File: src/hw/srl_pkg.sv
// Constants for the latch set/reset source selection block
// Functional notes
// RULE1 - With the pin-set enable on, a high latch input pin sets the latch; off, the pin is ignored.
// RULE2 - With the clock-set enable on, each divider pulse sets the latch; off, pulses are ignored.
// RULE3 - With the comparator-set enable on, a high comparator output sets the latch.
// RULE4 - With the pin-reset enable on, a high latch input pin resets the latch.
// RULE5 - The comparator output is low when non-inverting is below inverting, high when above.
// RULE6 - Reserved bits 5 and 1 of the source enables have no function and read as zero.
// RULE7 - Clock-reset enable pulses reset from the divider; comparator-reset resets on high.
// RULE8 - The divider makes a one-cycle pulse every 2^(n+2) cycles, n the 3-bit select.
// RULE9 - Writing 1 to soft pulse set or reset drives that input for one cycle; both read 0.
package srl_pkg;
  // Register map
  localparam int ADDR_W = 4;
  localparam logic [3:0] MAIN_CTRL_OFF = 4'h0;
  localparam logic [3:0] SRC_EN_OFF = 4'h1;
  localparam logic [3:0] STATUS_OFF = 4'h2;
  localparam logic [7:0] MAIN_CTRL_RST = 8'h00;
  localparam logic [7:0] SRC_EN_RST = 8'h00;
  // Main control fields
  localparam int LATCH_EN_BIT = 7;
  localparam int DIV_SEL_LSB = 4;
  localparam int DIV_SEL_W = 3;
  localparam int Q_OE_BIT = 3;
  localparam int NQ_OE_BIT = 2;
  localparam int PULSE_SET_BIT = 1;
  localparam int PULSE_RST_BIT = 0;
  // Stored main bits; the pulse bits are never stored
  localparam logic [7:0] MAIN_STORE_MASK = 8'hfc;
  // Source enable fields
  localparam int PIN_SET_BIT = 7;
  localparam int CLK_SET_BIT = 6;
  localparam int RSVD_HI_BIT = 5;
  localparam int CMP_SET_BIT = 4;
  localparam int PIN_RST_BIT = 3;
  localparam int CLK_RST_BIT = 2;
  localparam int RSVD_LO_BIT = 1;
  localparam int CMP_RST_BIT = 0;
  localparam logic [7:0] SRC_EN_MASK = 8'hdd;
  // Status fields
  localparam int ST_Q_BIT = 0;
  localparam int ST_SET_BIT = 1;
  localparam int ST_RST_BIT = 2;
  localparam int ST_CMP_BIT = 3;
  localparam int ST_DIV_BIT = 4;
  // Divider: exponent offset and counter width for code 111
  localparam int DIV_BASE_EXP = 2;
  localparam int DIV_CNT_W = 9;
  // Soft pulse width in core clock periods
  localparam int CLK_PERIOD_NS = 100;
  localparam int SOFT_PULSE_NS = 100;
  localparam int SOFT_PULSE_CYC = (SOFT_PULSE_NS + CLK_PERIOD_NS - 1) / CLK_PERIOD_NS;
endpackage

File: src/hw/srl_clk_divider.sv
// Periodic pulse generator for the latch clock source
`timescale 1ns/10ps
`default_nettype none
module srl_clk_divider
  import srl_pkg::*;
#(
  parameter int CNT_W = DIV_CNT_W
) (
  input wire logic core_clk, // System clock
  input wire logic rst_n, // Async reset, active low
  input wire logic [DIV_SEL_W-1:0] div_sel, // Rate code
  output logic latch_divider_pulse // One-cycle pulse
);
  logic [CNT_W-1:0] cnt;
  logic [CNT_W-1:0] next_cnt;
  logic [CNT_W-1:0] mask;
  logic next_pulse;

  // Pulse when the low n+2 bits are all ones [RULE8]
  always_comb begin
    mask = CNT_W'((1 << (int'(div_sel) + DIV_BASE_EXP)) - 1);
    next_cnt = cnt + 1'b1;
    next_pulse = ((cnt & mask) == mask);
  end

  // Free-running count, so a rate change takes effect at once
  always_ff @(posedge core_clk or negedge rst_n) begin
    if (!rst_n) begin
      cnt <= '0;
      latch_divider_pulse <= 1'b0;
    end else begin
      cnt <= next_cnt;
      latch_divider_pulse <= next_pulse;
    end
  end
endmodule
`default_nettype wire

File: src/hw/srl_cmp_slicer.sv
// Digital output stage of the analog comparator
`timescale 1ns/10ps
`default_nettype none
module srl_cmp_slicer #(
  parameter int VW = 10
) (
  input wire logic core_clk, // System clock
  input wire logic rst_n, // Async reset, active low
  input wire logic [VW-1:0] noninverting_voltage, // Plus input level
  input wire logic [VW-1:0] inverting_voltage, // Minus input level
  output logic cmp_level // Digital result
);
  logic next_level;

  // Equal inputs hold the last result, standing in for hysteresis
  always_comb begin
    next_level = cmp_level;
    if (noninverting_voltage > inverting_voltage) begin
      next_level = 1'b1; // [RULE5]
    end else if (noninverting_voltage < inverting_voltage) begin
      next_level = 1'b0; // [RULE5]
    end
  end

  // Result latched each clock
  always_ff @(posedge core_clk or negedge rst_n) begin
    if (!rst_n) begin
      cmp_level <= 1'b0;
    end else begin
      cmp_level <= next_level;
    end
  end
endmodule
`default_nettype wire

File: src/hw/srl_source_select.sv
// Set/reset source selection and latch for the SR latch peripheral
`timescale 1ns/10ps
`default_nettype none
module srl_source_select
  import srl_pkg::*;
#(
  parameter int VW = 10
) (
  input wire logic core_clk, // System clock
  input wire logic rst_n, // Async reset, active low
  input wire logic [ADDR_W-1:0] addr, // Register address
  input wire logic [7:0] wr_data, // Write data
  input wire logic wr_en, // Write strobe
  input wire logic rd_en, // Read strobe
  output logic [7:0] rd_data, // Read data, cycle after strobe
  input wire logic latch_input_pin, // External latch input
  input wire logic [VW-1:0] noninverting_voltage, // Comparator plus
  input wire logic [VW-1:0] inverting_voltage, // Comparator minus
  output logic latch_set, // Set input of latch
  output logic latch_reset, // Reset input of latch
  output logic latch_q, // Latch state
  output logic latch_q_out, // Q for pin, gated by enable
  output logic latch_nq_out, // Inverted Q for pin, gated
  output logic cmp_out // Comparator digital output
);
  // Register address match, shared by write and read paths
  function automatic logic reg_hit(
    input logic [ADDR_W-1:0] a,
    input logic [ADDR_W-1:0] off
  );
    reg_hit = (a == off);
  endfunction

  // Software-visible state
  logic [7:0] main_ctrl;
  logic [7:0] src_en;
  logic pulse_set;
  logic pulse_rst;
  logic [7:0] next_main_ctrl;
  logic [7:0] next_src_en;
  logic next_pulse_set;
  logic next_pulse_rst;

  // Latch-side state
  logic next_set;
  logic next_reset;
  logic next_q;
  logic next_q_out;
  logic next_nq_out;
  logic next_cmp_out;
  logic [7:0] next_rd_data;

  // Sub-block outputs
  logic div_pulse;
  logic cmp_level;
  logic latch_en;
  logic set_cause;
  logic rst_cause;

  assign latch_en = main_ctrl[LATCH_EN_BIT];

  // Rate generator for the clock sources
  srl_clk_divider #(
    .CNT_W(DIV_CNT_W)
  ) u_div (
    .core_clk(core_clk),
    .rst_n(rst_n),
    .div_sel(main_ctrl[DIV_SEL_LSB +: DIV_SEL_W]),
    .latch_divider_pulse(div_pulse)
  );

  // Comparator output stage
  srl_cmp_slicer #(
    .VW(VW)
  ) u_cmp (
    .core_clk(core_clk),
    .rst_n(rst_n),
    .noninverting_voltage(noninverting_voltage),
    .inverting_voltage(inverting_voltage),
    .cmp_level(cmp_level)
  );

  // Register writes; pulse bits become single-cycle strobes
  always_comb begin
    next_main_ctrl = main_ctrl;
    next_src_en = src_en;
    next_pulse_set = 1'b0;
    next_pulse_rst = 1'b0;
    if (wr_en && reg_hit(addr, MAIN_CTRL_OFF)) begin
      next_main_ctrl = wr_data & MAIN_STORE_MASK;
      next_pulse_set = wr_data[PULSE_SET_BIT]; // [RULE9]
      next_pulse_rst = wr_data[PULSE_RST_BIT]; // [RULE9]
    end
    if (wr_en && reg_hit(addr, SRC_EN_OFF)) begin
      next_src_en = wr_data & SRC_EN_MASK; // Reserved bits never stored [RULE6]
    end
  end

  // Register file flops
  always_ff @(posedge core_clk or negedge rst_n) begin
    if (!rst_n) begin
      main_ctrl <= MAIN_CTRL_RST;
      src_en <= SRC_EN_RST;
      pulse_set <= 1'b0;
      pulse_rst <= 1'b0;
    end else begin
      main_ctrl <= next_main_ctrl;
      src_en <= next_src_en;
      pulse_set <= next_pulse_set;
      pulse_rst <= next_pulse_rst;
    end
  end

  // Source gating: each pin, divider and comparator source passes only with its enable; soft pulses pass ungated
  always_comb begin
    set_cause = pulse_set; // [RULE9]
    set_cause = set_cause | (latch_input_pin & src_en[PIN_SET_BIT]); // [RULE1]
    set_cause = set_cause | (div_pulse & src_en[CLK_SET_BIT]); // [RULE2]
    set_cause = set_cause | (cmp_level & src_en[CMP_SET_BIT]); // [RULE3]
    rst_cause = pulse_rst; // [RULE9]
    rst_cause = rst_cause | (latch_input_pin & src_en[PIN_RST_BIT]); // [RULE4]
    rst_cause = rst_cause | (div_pulse & src_en[CLK_RST_BIT]); // [RULE7]
    rst_cause = rst_cause | (cmp_level & src_en[CMP_RST_BIT]); // [RULE7]
  end

  // Latch next state; reset dominates so a stuck set cannot hold it
  always_comb begin
    next_set = set_cause;
    next_reset = rst_cause;
    next_q = latch_q;
    if (!latch_en) begin
      next_q = 1'b0; // Disabled latch rests cleared
    end else if (rst_cause) begin
      next_q = 1'b0;
    end else if (set_cause) begin
      next_q = 1'b1;
    end
    next_q_out = latch_en & main_ctrl[Q_OE_BIT] & next_q;
    next_nq_out = latch_en & main_ctrl[NQ_OE_BIT] & ~next_q;
    next_cmp_out = cmp_level;
  end

  // Latch and pin flops
  always_ff @(posedge core_clk or negedge rst_n) begin
    if (!rst_n) begin
      latch_set <= 1'b0;
      latch_reset <= 1'b0;
      latch_q <= 1'b0;
      latch_q_out <= 1'b0;
      latch_nq_out <= 1'b0;
      cmp_out <= 1'b0;
    end else begin
      latch_set <= next_set;
      latch_reset <= next_reset;
      latch_q <= next_q;
      latch_q_out <= next_q_out;
      latch_nq_out <= next_nq_out;
      cmp_out <= next_cmp_out;
    end
  end

  // Read mux; data valid only in the cycle after the strobe
  always_comb begin
    next_rd_data = 8'h00;
    if (rd_en) begin
      if (reg_hit(addr, MAIN_CTRL_OFF)) begin
        next_rd_data = main_ctrl; // Pulse bits read zero [RULE9]
      end else if (reg_hit(addr, SRC_EN_OFF)) begin
        next_rd_data = src_en & SRC_EN_MASK; // [RULE6]
      end else if (reg_hit(addr, STATUS_OFF)) begin
        next_rd_data[ST_Q_BIT] = latch_q;
        next_rd_data[ST_SET_BIT] = latch_set;
        next_rd_data[ST_RST_BIT] = latch_reset;
        next_rd_data[ST_CMP_BIT] = cmp_level;
        next_rd_data[ST_DIV_BIT] = div_pulse;
      end
    end
  end

  // Read data flop
  always_ff @(posedge core_clk or negedge rst_n) begin
    if (!rst_n) begin
      rd_data <= 8'h00;
    end else begin
      rd_data <= next_rd_data;
    end
  end
endmodule
`default_nettype wire

File: config.mk
export PLATFORM = sky130hd
export DESIGN_NAME = srl_source_select
export DESIGN_NICKNAME = d
export VERILOG_FILES = /design/src/hw/srl_pkg.sv /design/src/hw/srl_clk_divider.sv /design/src/hw/srl_cmp_slicer.sv /design/src/hw/srl_source_select.sv
export SDC_FILE = /design/constraint.sdc
export NUM_CORES = 1
export LEC_CHECK = 0
export BUFFER_PORTS_ARGS = -buffer_cell sky130_fd_sc_hd__clkbuf_2
export CAP_MARGIN = 0
export CORE_UTILIZATION = 25
export DETAILED_ROUTE_END_ITERATION = 8
export GPL_TIMING_DRIVEN = 0
export RECOVER_POWER = 50
export SYNTH_ARGS = -nofsm -noshare
export SYNTH_HDL_FRONTEND = slang
export SYNTH_SLANG_ARGS = --single-unit
File: constraint.sdc
create_clock -name core_clk -period 5 [get_ports core_clk]
set_clock_uncertainty 0.05 [all_clocks]
set_input_delay 0.75 -clock core_clk [delete_from_list [all_inputs] [get_ports core_clk]]
set_output_delay 0.75 -clock core_clk [all_outputs]
set_load 0.02 [all_outputs]
# --- After elaboration in Yosys (flattened, before gate mapping) ---
# Index checks and enable logic that the tools add are counted.
classes:
  n_addsub: 3
  order_cmp: 2
  n_eq_ne: 3
  n_shift: 1
  n_mux: 12
  bitwise: 18
  reduce_logical: 4
op_table:
  columns: ["operator", "count"]
  rows:
  - ["$shl A1 B32 Y9 const A", 1]
  - ["$mux W8", 2]
  - ["$and A1 B1 Y1", 10]
  - ["$gt A10 B10 Y1", 1]
  - ["$lt A10 B10 Y1", 1]
  - ["$mux W5", 2]
  - ["$add A9 B1 Y9 const B", 1]
  - ["$and A9 B9 Y9", 1]
  - ["$eq A9 B9 Y1", 1]
  - ["$sub A9 B2 Y9 const B", 1]
  - ["$mux W1", 7]
  - ["$or A1 B1 Y1", 6]
  - ["$add A3 B2 Y4 const B", 1]
  - ["$eq A4 B1 Y1 const B", 1]
  - ["$eq A4 B2 Y1 const B", 1]
  - ["$logic_not A4 Y1", 1]
  - ["$mux W3", 1]
  - ["$logic_and A1 B1 Y1", 2]
  - ["$reduce_bool A2 Y1", 1]
  - ["$not A1 Y1", 1]
word_totals:
  regBits: 39
  in_bits: 37

# --- Logic depth before layout (Yosys ltp) ---
logic_depth:
  ltp_word: 9
  ltp_mapped: 6

# --- By module ---
# From an unflattened synthesis, not the netlist that was laid out.
hier_totals:
  hier_cells: 172
  hier_area_um2: 2060.7
modules_own_cells:
  columns: ["mod", "n_inst", "cells_each", "area_each_um2", "seq_area_each_um2"]
  rows:
  - ["srl_source_select", 1, 81, 1167.4, 700.7]
  - ["srl_clk_divider", 1, 55, 618.1, 250.2]
  - ["srl_cmp_slicer", 1, 36, 275.3, 25.0]

# --- Worst setup path after synthesis ---
# OpenSTA, ideal clock, no wires.
synth_timing:
  path_kind: "input to register"
  start: "input port inverting_voltage[7]"
  end: "register u_cmp.cmp_level"
  t_arrival_ns: 1.774
  t_required_ns: 4.821
  setup_slack_ns: 3.047
  stages: 5
  cell_sequence: "inv_1 ha_1 nand4_1 or4_1 o41a_1"
synth_via:
  elab_chain_len: 2
synth_rtl:
  columns: ["item", "line_no", "rtl"]
  rows:
  - ["from (decl)", "srl_source_select.sv:18", "input wire logic [VW-1:0] inverting_voltage,"]
  - ["$gt A10 B10 Y1 / $lt A10 B10 Y1 (equally long branches)", "srl_cmp_slicer.sv:18, srl_cmp_slicer.sv:20", null]
  - ["$mux W1 / $reduce_bool A2 Y1 (equally long branches)", null, null]
  - ["to (signal assigned)", "srl_cmp_slicer.sv:30", "cmp_level <= next_level;"]
  - ["to (decl)", "srl_cmp_slicer.sv:11", "output logic cmp_level"]
# Parallel ways exist; a longest one is shown, timed or not.
# A chain may end at the register's enable or synchronous reset.

==> results_dict.tcl <==
set metrics [dict create \
    status "complete, but fails checks" \
    violations "capacitance limit, slew limit" \
    dp_hpwl_um 3320 \
    ys_seq_elements 39 \
    cts_tree "yes" \
    crit_family "buffers and inverters" \
    yosys.cell_count.top_type "dfrtp_1" \
    drive_gt1_share_pct 30.3 \
    nets 287 \
    routedWlPerCell_um 12.8 \
    grt_antenna_before_repair 0 \
    power_uw 840 \
    avgSynthCellArea_um2 11.7 \
    drc_errors 0 \
    ys.flop_type "dfrtp_1" \
    io_buffers 50 \
    clk_latency_ns 0.29 \
    cts_buffers 5 \
    dieHeight_um 92.7 \
    cp_num_buf_inv 1 \
    startpoint_type "primary input" \
    drt_iter0_drc 70 \
    dieWidth_um 92.7 \
    synth_area_leaders "dfrtp_1 47%, ha_1 10%, mux2_4 8.8%, xnor2_1 3.0%, inv_1 2.7%" \
    fin_crit_sh_pct 44.7 \
    place.gp.congestion 0.812 \
    final_area_mm2 0.00252 \
    rsz0062_at_grt "false" \
    area_growth_pct 22.6 \
    final_cells 336 \
    r2r_slack_ns 3.05 \
    synth_common_cells "39 x dfrtp_1, 17 x ha_1, 15 x inv_1" \
    grt_max_degree 40 \
    hold_path.class "flip-flop to flip-flop" \
    syn-num-nets 230 \
    power_leakage_nw 1.29 \
    grt_pass1_wl_um 6870 \
    holdBufCountCts 0 \
    powerDensity_mw_per_mm2 333 \
    dpl_cell_area_mm2 0.00243 \
    firstDrtPassIters 4 \
    vias 1472 \
    required_ns 4.96 \
    tns_ns 0 \
    post_cts_buffers 0 \
    htree_levels 2 \
    clk_pin_slew_worst_paths_ns 0.08 \
    synthArstFlopShare_pct 100 \
    n_antenna_cell 0 \
    synth-warning-count 0 \
    drv_slew 40 \
    maxCapViolCount 1 \
    cts.sinks 39 \
    cts_buffer_depth 2 \
    synth_top_area_share_pct 47.5 \
    worst_slew_pin_slew_ns 2.03 \
    crit_path_max_incr_delay_ns 1.41 \
    arrival_ns 2.19 \
    die_area_mm2 0.00859 \
    cts_resized 0 \
    gr-usage-all-layers_pct 10.5 \
    synth_edf_count 0 \
    end_kind "async pin" \
    setup_viol 0 \
    overflow 0 \
    path_max_fanout 39 \
    period_minus_slack_ns 2.24 \
    whs_ns 0.421 \
    nFillCells 840 \
    critical_path_class "primary input to async pin" \
    routed_via_density 4.38 \
    max_freq_mhz 447 \
    netlist-cell-type-count 38 \
    syn_area_mm2 0.00206 \
    io_pins 51 \
    ys_seq_area_share_pct 47.5 \
    initial_utilization_pct 26.2 \
    finalHoldViolCount 0 \
    placed_cells 328 \
    ant_nets 0 \
    core_region_area_mm2 0.00785 \
    critPathSlowestCell "clkbuf_1" \
    ir_worst_vdd_mv 0.107 \
    syn-instance-count 176 \
    grt_pass1_vias 1425 \
    synth_top_area_cell "dfrtp_1" \
    floorplan.rows 32 \
    path_cells "clkbuf_1" \
    max_slew_margin_pct -35.0 \
    routed_wl_um 4310 \
    cts_root_buf "clkbuf_8" \
]
-- layout make-up --
type	count	area, um2	share of cell area, %
buffer	3	21.3	0.844
multi-input combinational	119	982	39.0
clock inverter	3	43.8	1.74
inverter	15	56.3	2.23
timing repair buffer	50	245	9.73
clock buffer	5	68.8	2.73
tap	102	128	5.06
sequential	39	976	38.7
-- placed cells by master (no fill, tap or decap), drive strengths merged, types with 2 or more instances in the layout --
master   instances
clkbuf          55
dfrtp           39
ha              17
inv             15
mux2            12
nor2            10
nand2            9
xnor2            7
a21oi            6
and3             5
nor3             5
nor2b            5
nand4            4
nand3            4
nand2b           4
xor2             3
mux2i            3
a211oi           3
buf              3
a2111oi          3
nand3b           2
a22oi            2
o21ai            2
and2             2
and4bb           2
clkinv           2
-- routing by layer --
metal,GRT usage [%],share of wire (%),vias up
met4,4.23,1.2,0
met1,14.0,48,699
met2,15.4,44,39
met3,3.78,6.5,4
met5,0,0,-
li1,-,-,730
-- logic make-up after synthesis --
logic type / count (synthesis) / share of synthesized area (%)
multiplexers: 15 / 10.2
flip-flops: 39 / 47.5
adder cells (fa/ha/maj): 17 / 10.3
buffers and inverters: 18 / 3.77
XOR/XNOR: 10 / 4.26
AND/OR/NAND/NOR: 56 / 16.5
AO/OA/AOI/OAI: 21 / 7.43
-- worst register-to-register path: cells and delay by family (launching register included) --
family / cells / cell delay [ns]
DFF: 1 / 0.56
xor gates and xnor gates: 1 / 0.13
AOI/OAI and AO/OA: 2 / 0.54
adders and majority gates: 1 / 0.39
and+or+nand+nor: 1 / 0.08
buffers and inverters: 1 / 0.12
-- metrics by stage --
step / setup WS, ns / utilization, %
2_1_floorplan: 3.05 / -
3_3_place_gp: 2.89 / 31.0
3_5_place_dp: 2.87 / 31.0
4_1_cts: 3.05 / 32.4
5_1_grt: 2.31 / 32.1
6_report: 2.76 / 32.1
-- worst paths after layout --
kind / from / to / cells past startpoint
max in group core_clk: addr[1] / main_ctrl[6] / 4
worst max-delay path: rst_n / pulse_set / 1
worst min-delay path: pulse_set / latch_set / 2
worst min register to register: pulse_set / latch_set / 2
min in group asynchronous: rst_n / rd_data[5] / 1
worst max register to register: main_ctrl[5] / u_div.latch_divider_pulse / 6
-- registers in the layout, summed over array words and instances, names as in the netlist --
| register | flops |
|---|---|
| latch_q | 1 |
| u_cmp.cmp_level | 1 |
| latch_set | 1 |
| latch_q_out | 1 |
| latch_reset | 1 |
| pulse_rst | 1 |
| u_div.latch_divider_pulse | 1 |
| src_en | 6 |
| u_div.cnt | 9 |
| cmp_out | 1 |
| rd_data | 8 |
| pulse_set | 1 |
| latch_nq_out | 1 |
| main_ctrl | 6 |
-- report_power, final --
group	total [mW]	switching [mW]	internal (mW)
Clock	0.265	0.116	0.149
Sequential	0.384	0.0329	0.351
Combinational	0.190	0.0945	0.0960
Power figures use the tool's default switching activity.
